--- src/core/counter_osc_pkg.sv ---
/*
 * Constants, register map and state carriers of the 16-bit counter with its own
 * low-power crystal oscillator, sleep counting and overflow wake-up.
 * Assumes one system clock of 200 MHz, which stands for the oscillator clock Fosc.
 */
// What this block does
// - Oscillator enable bit starts and stops oscillator.
// - Crystal oscillator keeps running during sleep.
// - Oscillator usable only with internal system clock.
// - Oscillator on forces shared pins input, reads.
// - Sleep counting only in asynchronous external mode.
// - Overflow wakes device; global enable adds branch.
// - Count reachable as low and high bytes.
// - Sync disable lets external count run asynchronously.
// - Source select: external rising edge, or Fosc/4.
// - Prescale select divides by 1, 2, 4, 8.
// - Gate enable: count only while gate low.
package counter_osc_pkg;

    // ------------------------------------------------------------------
    // Bus and register map
    // ------------------------------------------------------------------
    localparam int ADDR_W = 8;
    localparam int DATA_W = 8;
    localparam logic [7:0] ADDR_INTERRUPT_CONTROL = 8'h0b;
    localparam logic [7:0] ADDR_PERIPHERAL_IRQ_FLAGS = 8'h0c;
    localparam logic [7:0] ADDR_COUNTER_LOW_BYTE = 8'h0e;
    localparam logic [7:0] ADDR_COUNTER_HIGH_BYTE = 8'h0f;
    localparam logic [7:0] ADDR_COUNTER_CONTROL = 8'h10;
    localparam logic [7:0] ADDR_PERIPHERAL_IRQ_ENABLES = 8'h8c;
    localparam logic [7:0] ADDR_PIN_DIRECTION = 8'h85;
    localparam logic [7:0] ADDR_PIN_LEVEL = 8'h05;

    // ------------------------------------------------------------------
    // Field positions and reset values
    // ------------------------------------------------------------------
    localparam int INT_GLOBAL_BIT = 7;
    localparam int INT_PERIPHERAL_BIT = 6;
    localparam int FLAG_OVERFLOW_BIT = 0;
    localparam logic [7:0] INTERRUPT_CONTROL_RESET = 8'h00;
    localparam logic [6:0] COUNTER_CONTROL_RESET = 7'h00;
    localparam logic [15:0] COUNT_RESET = 16'h0000;
    localparam logic [1:0] PIN_DIRECTION_RESET = 2'h3;
    localparam logic [15:0] COUNT_ALL_ONES = 16'hffff;

    // ------------------------------------------------------------------
    // Timing
    // ------------------------------------------------------------------
    localparam int CLK_PERIOD_NS = 5;
    localparam int OSC_RATED_MAX_HZ = 37000;
    localparam int OSC_NOMINAL_HZ = 32000;
    localparam int CLK_HZ = 1000000000 / CLK_PERIOD_NS;
    // Clock samples per cycle of the fastest rated crystal; far above two, so no edge is lost.
    localparam int OSC_SAMPLES_PER_CYCLE = CLK_HZ / OSC_RATED_MAX_HZ;
    localparam int FOSC_DIVIDE = 4;
    localparam logic [1:0] FOSC_DIV_LAST = 2'(FOSC_DIVIDE - 1);

    // ------------------------------------------------------------------
    // Carriers
    // ------------------------------------------------------------------
    typedef struct packed {
        logic gate_enable;
        logic [1:0] prescale_select;
        logic counter_osc_enable;
        logic ext_clock_sync_disable;
        logic clock_source_select;
        logic counter_on;
    } counter_control_s;

    typedef struct packed {
        logic [ADDR_W-1:0] addr;
        logic [DATA_W-1:0] wdata;
        logic wr;
        logic rd;
    } reg_req_s;

endpackage

--- src/core/counter_osc_sleep_wake.sv ---
/*
 * Counter block: 16-bit count, prescaler, gate, oscillator pin control,
 * sticky overflow flag with enable, wake and interrupt outputs, register port.
 * Assumes pins are asynchronous to clk and are synchronised here; sleep,
 * sys_clock_internal and the register port come from logic on clk.
 */
`timescale 1ns/1ps
`default_nettype none

module counter_osc_sleep_wake
    import counter_osc_pkg::*;
(
    // Clock and reset
    input wire logic clk,
    input wire logic rstn,
    // Register port
    input wire reg_req_s req,
    output logic [DATA_W-1:0] rdata,
    // System state
    input wire logic sleep,
    input wire logic sys_clock_internal,
    // Pins
    input wire logic ext_clock_pin,
    input wire logic gate_pin,
    input wire logic osc_input_pin,
    output logic osc_output_pin,
    output logic osc_output_oe,
    input wire logic shared_pin_a,
    input wire logic shared_pin_b,
    output logic pin4_direction,
    output logic pin5_direction,
    // Events
    output logic irq,
    output logic wake,
    output logic isr_request
);

    // ------------------------------------------------------------------
    // State
    // ------------------------------------------------------------------
    typedef struct packed {
        counter_control_s ctl;
        logic [7:0] interrupt_control;
        logic [15:0] count;
        logic overflow_flag;
        logic overflow_irq_enable;
        logic [1:0] pin_dir_sw;
        logic [1:0] fosc_div;
        logic [2:0] presc;
        logic ext_meta;
        logic ext_sync;
        logic osc_meta;
        logic osc_sync;
        logic gate_meta;
        logic gate_sync;
        logic [1:0] pin_meta;
        logic [1:0] pin_sync;
        logic src_prev;
        logic [7:0] rdata;
        logic irq;
        logic wake;
        logic isr;
        logic osc_out;
        logic osc_oe;
        logic [1:0] pin_dir_out;
    } state_s;

    state_s st;
    state_s next_st;

    logic osc_active;
    logic src_level;
    logic in_tick;
    logic sleep_ok;
    logic gate_open;
    logic run;
    logic [2:0] presc_last;
    logic count_tick;
    logic overflow_set;
    logic flag_clear;
    logic [7:0] read_value;

    // ------------------------------------------------------------------
    // Counting path
    // ------------------------------------------------------------------
    always_comb
    begin
        osc_active = st.ctl.counter_osc_enable & sys_clock_internal;
        src_level = osc_active ? st.osc_sync : st.ext_sync;
        in_tick = st.ctl.clock_source_select ? (src_level & ~st.src_prev)
                                             : (st.fosc_div == FOSC_DIV_LAST);
        sleep_ok = ~sleep | (st.ctl.clock_source_select & st.ctl.ext_clock_sync_disable);
        gate_open = ~st.ctl.gate_enable | ~st.gate_sync;
        run = st.ctl.counter_on & gate_open & sleep_ok;
        unique case (st.ctl.prescale_select)
            2'b00: presc_last = 3'h0;
            2'b01: presc_last = 3'h1;
            2'b10: presc_last = 3'h3;
            2'b11: presc_last = 3'h7;
        endcase
        count_tick = run & in_tick & (st.presc == presc_last);
        overflow_set = count_tick & (st.count == COUNT_ALL_ONES);
        flag_clear = req.wr & (req.addr == ADDR_PERIPHERAL_IRQ_FLAGS)
                     & req.wdata[FLAG_OVERFLOW_BIT];
    end

    // ------------------------------------------------------------------
    // Read mux
    // ------------------------------------------------------------------
    always_comb
    begin
        read_value = 8'h00;
        unique case (req.addr)
            ADDR_INTERRUPT_CONTROL: read_value = st.interrupt_control;
            ADDR_PERIPHERAL_IRQ_FLAGS: read_value = {7'h00, st.overflow_flag};
            ADDR_COUNTER_LOW_BYTE: read_value = st.count[7:0];
            ADDR_COUNTER_HIGH_BYTE: read_value = st.count[15:8];
            ADDR_COUNTER_CONTROL: read_value = {1'b0, st.ctl};
            ADDR_PERIPHERAL_IRQ_ENABLES: read_value = {7'h00, st.overflow_irq_enable};
            // While the oscillator owns the pins they read as inputs at level zero.
            ADDR_PIN_DIRECTION: read_value = {6'h00, st.pin_dir_out};
            ADDR_PIN_LEVEL: read_value = osc_active ? 8'h00 : {2'h0, st.pin_sync, 4'h0};
            default: read_value = 8'h00;
        endcase
    end

    // ------------------------------------------------------------------
    // Next state
    // ------------------------------------------------------------------
    always_comb
    begin
        next_st = st;
        next_st.ext_meta = ext_clock_pin;
        next_st.ext_sync = st.ext_meta;
        next_st.osc_meta = osc_input_pin;
        next_st.osc_sync = st.osc_meta;
        next_st.gate_meta = gate_pin;
        next_st.gate_sync = st.gate_meta;
        next_st.pin_meta = {shared_pin_b, shared_pin_a};
        next_st.pin_sync = st.pin_meta;
        next_st.src_prev = src_level;
        // The Fosc/4 divider runs free, so the internal rate never depends on writes.
        next_st.fosc_div = 2'(st.fosc_div + 2'h1);
        if (run & in_tick)
        begin
            next_st.presc = (st.presc == presc_last) ? 3'h0 : 3'(st.presc + 3'h1);
        end
        if (count_tick)
        begin
            next_st.count = 16'(st.count + 16'h0001);
        end
        // A bus write beats a concurrent increment; stop the counter before writing.
        if (req.wr)
        begin
            unique case (req.addr)
                ADDR_INTERRUPT_CONTROL: next_st.interrupt_control = req.wdata;
                ADDR_COUNTER_LOW_BYTE: next_st.count[7:0] = req.wdata;
                ADDR_COUNTER_HIGH_BYTE: next_st.count[15:8] = req.wdata;
                ADDR_COUNTER_CONTROL:
                begin
                    next_st.ctl = req.wdata[6:0];
                    next_st.presc = 3'h0;
                end
                ADDR_PERIPHERAL_IRQ_ENABLES: next_st.overflow_irq_enable = req.wdata[0];
                ADDR_PIN_DIRECTION: next_st.pin_dir_sw = req.wdata[1:0];
                default: next_st.interrupt_control = st.interrupt_control;
            endcase
        end
        // Set wins over a clear in the same cycle.
        next_st.overflow_flag = (st.overflow_flag & ~flag_clear) | overflow_set;
        next_st.irq = next_st.overflow_flag & next_st.overflow_irq_enable;
        next_st.wake = next_st.irq & next_st.interrupt_control[INT_PERIPHERAL_BIT];
        next_st.isr = next_st.wake & next_st.interrupt_control[INT_GLOBAL_BIT];
        // The amplifier output is not gated by sleep, so the crystal keeps swinging.
        next_st.osc_oe = next_st.ctl.counter_osc_enable & sys_clock_internal;
        next_st.osc_out = next_st.osc_oe & ~st.osc_sync;
        next_st.pin_dir_out = next_st.osc_oe ? 2'h3 : next_st.pin_dir_sw;
        next_st.rdata = req.rd ? read_value : 8'h00;
    end

    // ------------------------------------------------------------------
    // Registers
    // ------------------------------------------------------------------
    always_ff @(posedge clk)
    begin
        if (!rstn)
        begin
            st <= '0;
            st.ctl <= COUNTER_CONTROL_RESET;
            st.interrupt_control <= INTERRUPT_CONTROL_RESET;
            st.count <= COUNT_RESET;
            st.pin_dir_sw <= PIN_DIRECTION_RESET;
            st.pin_dir_out <= PIN_DIRECTION_RESET;
        end
        else
        begin
            st <= next_st;
        end
    end

    assign rdata = st.rdata;
    assign irq = st.irq;
    assign wake = st.wake;
    assign isr_request = st.isr;
    assign osc_output_pin = st.osc_out;
    assign osc_output_oe = st.osc_oe;
    assign pin4_direction = st.pin_dir_out[0];
    assign pin5_direction = st.pin_dir_out[1];
endmodule

`default_nettype wire

--- config.mk ---
export PLATFORM = sky130hd
export DESIGN_NAME = counter_osc_sleep_wake
export DESIGN_NICKNAME = d
export VERILOG_FILES = /design/src/core/counter_osc_pkg.sv /design/src/core/counter_osc_sleep_wake.sv
export SDC_FILE = /design/constraint.sdc
export NUM_CORES = 1
export LEC_CHECK = 0
export ABC_AREA = 1
export BUFFER_PORTS_ARGS = -buffer_cell sky130_fd_sc_hd__clkbuf_2
export CAP_MARGIN = 20
export CELL_PAD_IN_SITES_DETAIL_PLACEMENT = 1
export CELL_PAD_IN_SITES_GLOBAL_PLACEMENT = 2
export CORE_UTILIZATION = 33
export CTS_BUF_LIST = sky130_fd_sc_hd__clkbuf_2 sky130_fd_sc_hd__clkbuf_4 sky130_fd_sc_hd__clkbuf_8
export CTS_CLUSTER_DIAMETER = 30
export DETAILED_ROUTE_END_ITERATION = 6
export PLACE_DENSITY_LB_ADDON = 0.1
export SKIP_CTS_REPAIR_TIMING = 1
export SLEW_MARGIN = 5
export SYNTH_ARGS = -nofsm -noshare
export SYNTH_HDL_FRONTEND = slang
export SYNTH_SLANG_ARGS = --single-unit
--- constraint.sdc ---
create_clock -name clk -period 1.5 [get_ports clk]
set_input_delay 0.075 -clock clk [delete_from_list [all_inputs] [get_ports clk]]
set_output_delay 0.075 -clock clk [all_outputs]
set_load 0.03 [all_outputs]
# Word-level counts from Yosys, hierarchy flattened
# Cells that the tools add are included.
# classes
mux	18
bitwise_logic	26
eq_ne	14
add_sub_neg	3
reduce_logical	5
# ops
operator	n
$pmux W8 S8	1
$eq A8 B4 Y1 const B	4
$mux W28	1
$mux W8	3
$add A16 B1 Y16 const B	1
$and A1 B1 Y1	16
$eq A16 B16 Y1 const B	1
$eq A8 B8 Y1 const B	2
$mux W16	1
$mux W3	5
$pmux W3 S4	1
$eq A8 B3 Y1 const B	1
$eq A8 B5 Y1 const B	1
$not A1 Y1	7
$eq A2 B2 Y1 const B	3
$mux W6	1
$reduce_and A2 Y1	3
$mux W4	1
$add A3 B1 Y3 const B	1
$eq A3 B3 Y1	1
$mux W1	3
$or A1 B1 Y1	3
$add A2 B1 Y2 const B	1
$eq A2 B1 Y1 const B	1
other kinds (3)	3
# word_totals
wordCells	96
regBits	66
output_inout_bits	15
input_bits	27

# Longest topological paths before layout
# Gate-level depths: netlist of run 1.
# logic_depth
depth_word	11
ltp_mapped	12
mapped_depth_nobuf	11

# Least setup slack after synthesis of run 1
# Ideal clock, no wire load.
# synth_path
path_kind	reg-to-reg
start	reg st[35] (netlist name)
end	reg st, in the netlist wake
slack_ps	124
synth_period_minus_slack_ps	1376
arrival_time_ps	1314
setup_ps	62
t_required_ps	1438
stages_incl_launch_ff	10
n_path_buf	0
path_cell_list	dfxtp_1 -> ha_1 -> nand3_1 -> inv_1 -> nand2_1 -> nor3b_1 -> nand2_1 -> o21ai_1 -> nand2_1 -> nor2_2
# synth_between
elab_chain_len	5
# synth_lines
element	line	source
start, declared	counter_osc_sleep_wake.sv:68	state_s st;
start signal, assigned	counter_osc_sleep_wake.sv:197	st <= next_st;
$eq A16 B16 Y1	counter_osc_sleep_wake.sv:102	overflow_set = count_tick & (st.count == COUNT_ALL_ONES);
$and A1 B1 Y1	counter_osc_sleep_wake.sv:102	
$or A1 B1 Y1	counter_osc_sleep_wake.sv:170	next_st.overflow_flag = (st.overflow_flag & ~flag_clear) | overflow_set;
$and A1 B1 Y1	counter_osc_sleep_wake.sv:171	next_st.irq = next_st.overflow_flag & next_st.overflow_irq_enable;
$and A1 B1 Y1	counter_osc_sleep_wake.sv:172	next_st.wake = next_st.irq & next_st.interrupt_control[INT_PERIPHERAL_BIT];
# No other way between the ends.
# A chain may end at the register's enable or synchronous reset.

# Worst setup path after layout of run 1
# layout_path
start	reg st[29] (netlist name)
end	reg st[50] (netlist name)
# layout_between
elab_chain_len	7
# layout_lines
element	line	source
$eq A2 B2 Y1 (*)	counter_osc_sleep_wake.sv:91	: (st.fosc_div == FOSC_DIV_LAST);
$mux W1 (*)	counter_osc_sleep_wake.sv:90	in_tick = st.ctl.clock_source_select ? (src_level & ~st.src_prev)
$and A1 B1 Y1 (*) (2 in series)	counter_osc_sleep_wake.sv:101	count_tick = run & in_tick & (st.presc == presc_last);
$mux W16 (*)	counter_osc_sleep_wake.sv:148	if (count_tick)
$mux W8	counter_osc_sleep_wake.sv:155	unique case (req.addr)
$mux W28 (*)	counter_osc_sleep_wake.sv:153	if (req.wr)
# Mark *: on every way between the ends. The rest lies on a longest branch, timed or not.

==> flow_metrics.tcl, run 1 <==
set metrics [dict create \
    cts_buffer_depth 2 \
    slew_headroom_pct 78.0 \
    first_pass_iters 4 \
    dieArea_um2 11000 \
    clock_skew_ps 8.07 \
    row_count 37 \
    ios 42 \
    cp_slowest_stage_delay_ps 350 \
    final_cell_mix "117 x nand2_1, 89 x inv_1, 61 x dfxtp_1, 53 x nor2_1, 41 x clkbuf_2" \
    start_util_pct 33.9 \
    die_h_um 105 \
    cp_max_fo 7 \
    syn_avg_cell_area_um2 6.63 \
    power_mw 3.56 \
    avgRoutedWirePerCell_um 14.9 \
    finalWorstSetupSlack_ps -62.5 \
    grt_max_degree 20 \
    synth-edff-count 0 \
    synth_top_family_by_area "simple AND/OR/NAND/NOR gates" \
    layout.nets 633 \
    ant_nets 0 \
    hpwlAfterDp_um 8470 \
    postSynthNetCount 556 \
    cp.required_ps 1800 \
    cp-start-kind "flip-flop" \
    peakVddDrop_uv 441 \
    path_buf_inv 3 \
    wl_um 11100 \
    cp-end-kind "flip-flop" \
    cp_common_cell "nor2_1" \
    fin_crit_sh_pct 104 \
    power.leakage_nw 2.19 \
    status "finished with violations" \
    ys.flop_type "dfxtp_1" \
    synth-adder-area-share_pct 1.08 \
    synth_compound_area_share_pct 10.7 \
    cts.sinks 66 \
    clk_latency_ps 360 \
    ys_seq_area_share_pct 37.9 \
    h-tree-depth 3 \
    path_clk_slew_ps 80 \
    finalCriticalPeriod_ps 1560 \
    synth-seq-cells 66 \
    tightest_slew_ps 328 \
    place.gp.congestion 0.797 \
    synth_area_um2 3490 \
    cts_tree "yes" \
    numCtsBuffers 9 \
    yosysWarnings 0 \
    tns_ps -503 \
    yosys-mux-area-fraction_pct 0 \
    die_w_um 105 \
    finish.utilization_pct 43.4 \
    core_um2 10300 \
    grt_pass1_wl_um 17300 \
    regArea_um2 1330 \
    num-fill-cells 1391 \
    max_cap_violations 0 \
    cellPowerDensity_nw_per_um2 799 \
    syn2layout_area_growth_pct 27.7 \
    antenna_cells 0 \
    hold_viol 0 \
    antenna_found_initial 0 \
    crit_family "simple AND/OR/NAND/NOR gates" \
    drive_above_1_share_pct 27.0 \
    vias_per_cell 4.66 \
    violations "setup timing" \
    mostFrequentLayoutCell "nand2_1" \
    multi_input_area_um2 1810 \
    rsz0062_at_grt "true" \
    slew_violations 0 \
    synth_xor_xnor_area_share_pct 2.51 \
    critPathKind "reg -> reg" \
    hold_path_class "in -> reg" \
    drt-initial-drc-count 112 \
    grt_overflow_total 0 \
    synth_cells 526 \
    drc 0 \
    setup_violations 16 \
    crit_arrival_ps 1870 \
    num_vias 3467 \
    slowest_stage "dfxtp_2" \
    yosys.area_share.simple_pct 33.4 \
    track_usage_pct 20.5 \
    async_reset_ff_share_pct 0 \
    portBuffers 41 \
    clock-root-buffer "clkbuf_8" \
    first_global_vias 3440 \
    synth_cell_types 33 \
    worstPathCellList "ha_4 -> inv_2 -> nor2_1 -> nor2_1 -> nor2_1 -> nand2_2 -> nor2_4 -> clkbuf_16 -> nand2_1 -> nand3_1 -> nand2_1 -> inv_1" \
    clock.fmax_mhz 640 \
]
## worst min-delay path, stage by stage
cell,delay [ps]
clkbuf_2,110
nand3_1,100
nor2_1,40
## worst paths after layout
check	startpoint	endpoint	slack, ps	cells past startpoint
worst max-delay path	st[29]	st[50]	-60	12
worst min-delay path	sys_clock_internal	osc_output_pin	10	3
worst max register to register	st[29]	st[50]	-60	12
worst min register to register	st[22]	osc_output_pin	410	1
## metal layers
layer / vias to the layer above / global-route usage, % / wire length, um
li1: 1779 / - / -
met1: 1645 / 24.4 / 5090
met2: 31 / 37.5 / 5700
met3: 12 / 3.93 / 159
met4: 0 / 5.33 / 153
met5: - / 0 / 0
## cell usage after synthesis (6+ instances only)
cell	instances	area, um^2
nand2_1	131	492
inv_1	94	353
dfxtp_1	66	1320
nor2_1	55	206
o21ai_0	37	185
nand3_1	35	175
a21oi_1	19	95.1
buf_4	9	67.6
nand4_1	8	50.1
xor2_1	8	70.1
nand2_2	6	37.5
o22ai_1	6	37.5
## flip-flops by register name, summed over array words and instances, names as in the netlist
register        flops
osc_output_pin      1
pin4_direction      1
osc_output_oe       1
irq                 1
isr_request         1
next_st             5
st                 46
pin5_direction      1
rdata               8
wake                1
## power by group
part | switching (mW) | internal (mW)
Combinational | 0.131 | 0.0735
Clock | 0.796 | 0.779
Sequential | 0.00968 | 1.77
## through the flow
stage	area (um^2)	instances	setup WS [ps]	hold WS, ps
floorplan	3490	526	124	173
global placement	4010	720	-23.0	255
detailed placement	4010	720	-102	266
CTS	4220	736	-121	-112
global route	4460	744	-158	40.5
finish	4460	744	-62.5	12.0
## layout make-up
class / count / area share [%]
clock buffer: 9 / 2.78
clock inverter: 7 / 1.74
sequential: 66 / 29.8
inverter: 100 / 8.45
multi-input combinational: 343 / 40.6
timing repair buffer: 83 / 12.8
tap: 136 / 3.82
## logic make-up after synthesis
logic type | Yosys count
and+or+nand+nor | 259
DFF | 66
xor gates and xnor gates | 10
adders and majority gates | 3
buffers and inverters | 118
AOI/OAI and AO/OA | 70
Note: power is estimated with default switching activity, not from simulation.
==> run 2: changes to the inputs <==
Settings changed: PLACE_DENSITY_LB_ADDON 0.1 to 0.08.
==> flow_metrics.tcl, run 2 (synthesis results as in run 1) <==
set metrics [dict create \
    min_from "sys_clock_internal" \
    num-fill-cells 1376 \
    grt_max_degree 32 \
    cp-end-kind "flip-flop" \
    first_pass_iters 4 \
    path_clk_slew_ps 70 \
    fin_crit_sh_pct 97.1 \
    regMostFlops "st" \
    num_vias 3409 \
    clock-root-buffer "clkbuf_8" \
    drive_above_1_share_pct 25.7 \
    worstPathCellList "inv_1 -> a21oi_1 -> nand3_2 -> a21oi_4 -> buf_4 -> nand3_1 -> nand3_1 -> nand2_1 -> nor2_1" \
    critPathKind "reg -> reg" \
    h-tree-depth 3 \
    power_mw 3.58 \
    power.leakage_nw 2.11 \
    status "completed" \
    final_cell_mix "124 x nand2_1, 90 x inv_1, 55 x dfxtp_1, 51 x nor2_1, 41 x clkbuf_2" \
    min_to "pin5_direction" \
    grt_pass1_wl_um 17400 \
    hpwlAfterDp_um 8330 \
    cts_buffer_depth 2 \
    die_h_um 105 \
    holdPathStages 3 \
    power_frac_comb_pct 5.8 \
    drt-initial-drc-count 89 \
    row_count 37 \
    cp_slowest_stage_delay_ps 330 \
    antenna_found_initial 0 \
    hold_viol 0 \
    clock_skew_ps 10.2 \
    clkPwrFrac_pct 44.4 \
    grt_overflow_total 0 \
    peakVddDrop_uv 493 \
    cp.required_ps 1770 \
    antenna_cells 0 \
    wl_um 10800 \
    slew_headroom_pct 78.6 \
    crit_arrival_ps 1730 \
    cp_max_fo 4 \
    tightest_slew_ps 318 \
    reg2reg_slack_ps 40 \
    avgRoutedWirePerCell_um 14.7 \
    rr_worst_depth 9 \
    setup_violations 0 \
    slew_violations 0 \
    timing.rr.start "st[59]" \
    cp-start-kind "flip-flop" \
    cellPowerDensity_nw_per_um2 814 \
    p_int_mw 2.72 \
    layout.nets 627 \
    tns_ps 0 \
    numCtsBuffers 9 \
    cp_common_cell "nand3_1" \
    slowest_stage "dfxtp_1" \
    hold_path_class "in -> reg" \
    max_cap_violations 0 \
    p_sw_share_pct 23.9 \
    syn2layout_area_growth_pct 25.9 \
    clk_latency_ps 340 \
    drc 0 \
    rsz0062_at_grt "true" \
    mostFrequentLayoutCell "nand2_1" \
    ios 42 \
    clock.fmax_mhz 687 \
    power.switching_mw 0.854 \
    place.gp.congestion 0.767 \
    cts_tree "yes" \
    finalCriticalPeriod_ps 1460 \
    core_um2 10300 \
    vias_per_cell 4.62 \
    portBuffers 41 \
    first_global_vias 3496 \
    pwr-share-seq_pct 49.8 \
    ant_nets 0 \
    dieArea_um2 11000 \
    r2r-end "st[36]" \
    die_w_um 105 \
    cts.sinks 66 \
    largest_reg_flops 46 \
    start_util_pct 33.9 \
    track_usage_pct 20.7 \
]
[run 2: critical path: cells and delay by family, from the launching register on]
| kind | cells | cell delay, ps |
|---|---|---|
| and+or+nand+nor | 5 | 410 |
| AOI/OAI and AO/OA | 2 | 400 |
| DFF | 1 | 330 |
| buffers and inverters | 2 | 250 |
[run 2: worst max-delay path by stage]
stage                 from          end
floorplan           st[35]         wake
global placement    st[35]         wake
detailed placement  st[35]         wake
CTS                 st[35]  isr_request
global route        st[59]       st[36]
finish              st[59]       st[36]
[run 2: power groups by stage]
| stage | Combinational, mW | Clock [mW] | Sequential (mW) |
|---|---|---|---|
| floorplan | 0.0933 | 0 | 1.82 |
| global placement | 0.187 | 0 | 1.82 |
| detailed placement | 0.191 | 0 | 1.82 |
| CTS | 0.192 | 1.63 | 1.78 |
| global route | 0.235 | 1.69 | 1.78 |
| finish | 0.207 | 1.59 | 1.78 |
[run 2: final cells by class]
class                           instances  area, um^2  share of cell area [%]
Multi-Input combinational cell        342        1780                    40.6
Sequential cell                        66        1340                    30.4
Timing Repair Buffer                   78         519                    11.8
Inverter                              100         377                    8.57
Tap cell                              136         170                    3.87
Clock buffer                           12         159                    3.62
Clock inverter                          4        50.0                    1.14
[run 2: routing by layer]
layer | wire [um] | part of all wire (%) | global-route usage, % | vias to the layer above
li1 | - | - | - | 1761
met1 | 4950 | 46 | 25.3 | 1597
met2 | 5530 | 51 | 36.8 | 38
met3 | 188 | 1.7 | 2.62 | 13
met4 | 178 | 1.6 | 7.75 | 0
met5 | 0 | 0 | 0 | -
[run 2: per-stage QoR]
stage                     cell area (um^2)  cells  hold slack, ps  util, %  setup WS [ps]
after floorplan                       3490    526             173        -            124
after global placement                3980    716             257     38.8          -98.9
after detailed placement              3980    716             263     38.8           -107
after CTS                             4190    732            -104     40.8           -140
after global routing                  4390    738            43.4     42.7          -81.5
final                                 4390    738            27.2     42.7           44.2
==> run 3: changes to the inputs <==
Settings changed: CELL_PAD_IN_SITES_DETAIL_PLACEMENT 1 to 0, CELL_PAD_IN_SITES_GLOBAL_PLACEMENT 2 to 1, CORE_UTILIZATION 33 to 43.
==> flow_metrics.tcl, run 3 (synthesis results as in run 1) <==
set metrics [dict create \
    status "completed" \
    row_count 32 \
    clock.fmax_mhz 671 \
    clock_skew_ps 13.0 \
    peakVddDrop_uv 632 \
    slew_violations 0 \
    hold_ws_ps 8.89 \
    cp-start-kind "flip-flop" \
    setup_violations 0 \
    pwr-share-seq_pct 49.8 \
    power.switching_mw 0.930 \
    worstPathCellList "ha_4 -> inv_2 -> nor2_2 -> nor2_1 -> nor2_1 -> nand2_2 -> nor2_4 -> buf_6 -> nand2_2 -> nand3_2 -> nand2_1 -> inv_1" \
    place_area_um2 3840 \
    cp_slowest_stage_delay_ps 350 \
    numCtsBuffers 9 \
    power.leakage_nw 2.12 \
    preCtsSetupSlack_ps -33.1 \
    avgRoutedWirePerCell_um 13.4 \
    dieArea_um2 8480 \
    cts_tree "yes" \
    cellPowerDensity_nw_per_um2 827 \
    cts.sinks 66 \
    finalInstanceArea_um2 4320 \
    start_util_pct 44.9 \
    fin_crit_sh_pct 99.3 \
    finish.utilization_pct 55.6 \
    critPathKind "reg -> reg" \
    cp-end-kind "flip-flop" \
    wl_um 9280 \
    first_global_vias 3054 \
    hpwlAfterDp_um 6700 \
    finalWorstSetupSlack_ps 10.4 \
    grt_overflow_total 0 \
    num-fill-cells 770 \
    crit_arrival_ps 1780 \
    path_buf_inv 3 \
    rsz0062_at_grt "true" \
    antenna_found_initial 0 \
    slowest_stage "dfxtp_2" \
    die_w_um 92.1 \
    h-tree-depth 3 \
    track_usage_pct 22.5 \
    vias_per_cell 4.75 \
    ant_nets 0 \
    largest_reg_flops 46 \
    core_um2 7770 \
    layout.nets 615 \
    die_h_um 92.1 \
    placed_cells 668 \
    tns_ps 0 \
    finalCriticalPeriod_ps 1490 \
    cp.required_ps 1790 \
    hold_path_class "in -> reg" \
    first_pass_iters 4 \
    power_mw 3.57 \
    drive_above_1_share_pct 25.6 \
    clk_latency_ps 350 \
    grt_max_degree 38 \
    instances_no_fill 692 \
    clkPwrFrac_pct 44.6 \
    place.gp.congestion 0.845 \
    antenna_cells 0 \
    p_int_mw 2.64 \
    cp_max_fo 5 \
    drt-initial-drc-count 202 \
    grt_pass1_wl_um 14800 \
    final_cell_mix "117 x nand2_1, 91 x inv_1, 58 x dfxtp_1, 51 x nor2_1, 41 x clkbuf_2" \
    ios 42 \
    clock-root-buffer "clkbuf_8" \
    crit_family "simple AND/OR/NAND/NOR gates" \
    power_frac_comb_pct 5.6 \
    tightest_slew_ps 354 \
    cts_buffer_depth 2 \
    path_clk_slew_ps 80 \
    mostFrequentLayoutCell "nand2_1" \
    hold_viol 0 \
    syn2layout_area_growth_pct 23.7 \
    max_cap_violations 0 \
    drc 0 \
    regMostFlops "st" \
    p_sw_share_pct 26.0 \
    slew_headroom_pct 76.4 \
    num_vias 3289 \
    portBuffers 41 \
]
[run 3: changes by cell type in the layout (fill, tap and decap cells not counted), sizes merged]
cell    previous run  this run
nand2            139       140
inv               99       103
clkbuf            53        50
buf               32        19
clkinv             2         1
[run 3: final cells by class]
cell class / instances / area, um^2 / share of cell area [%]
multi-input cells: 343 / 1830 / 42.5
flip-flops and latches: 66 / 1330 / 30.9
repair buffers: 65 / 438 / 10.1
inverters: 100 / 377 / 8.73
well taps: 102 / 128 / 2.96
clock buffers: 9 / 124 / 2.87
clock inverters: 7 / 82.6 / 1.91
[run 3: routing by layer]
metal  vias to the layer above  global-route usage (%)  part of all wire (%)
met5                         -                       0                     0
met4                         0                    8.07                   1.1
met3                        10                    3.07                   4.6
met2                        61                    37.5                    48
met1                      1477                    29.5                    47
li1                       1741                       -                     -
[run 3: power by group through the flow]
stage | combinational [mW] | sequential, mW | clock (mW)
after floorplan | 0.0933 | 1.82 | 0
after global placement | 0.183 | 1.82 | 0
after detailed placement | 0.184 | 1.82 | 0
after CTS | 0.184 | 1.78 | 1.62
after global routing | 0.228 | 1.78 | 1.71
final | 0.200 | 1.78 | 1.59
[run 3: final timing paths]
| kind | startpoint | endpoint | slack, ps | cells after the start |
|---|---|---|---|---|
| worst max-delay path | st[29] | st[47] | 10 | 12 |
| worst min-delay path | sys_clock_internal | osc_output_oe | 9 | 3 |
| worst max register to register | st[29] | st[47] | 10 | 12 |
| worst min register to register | next_st[16] | st[16] | 420 | 2 |
[run 3: worst register-to-register path, cell delays in order (launching register included)]
cell	delay, ps
dfxtp_2	350
ha_4	120
inv_2	30
nor2_2	90
nor2_1	40
nor2_1	110
nand2_2	90
nor2_4	200
buf_6	170
nand2_2	60
nand3_2	60
nand2_1	60
inv_1	40
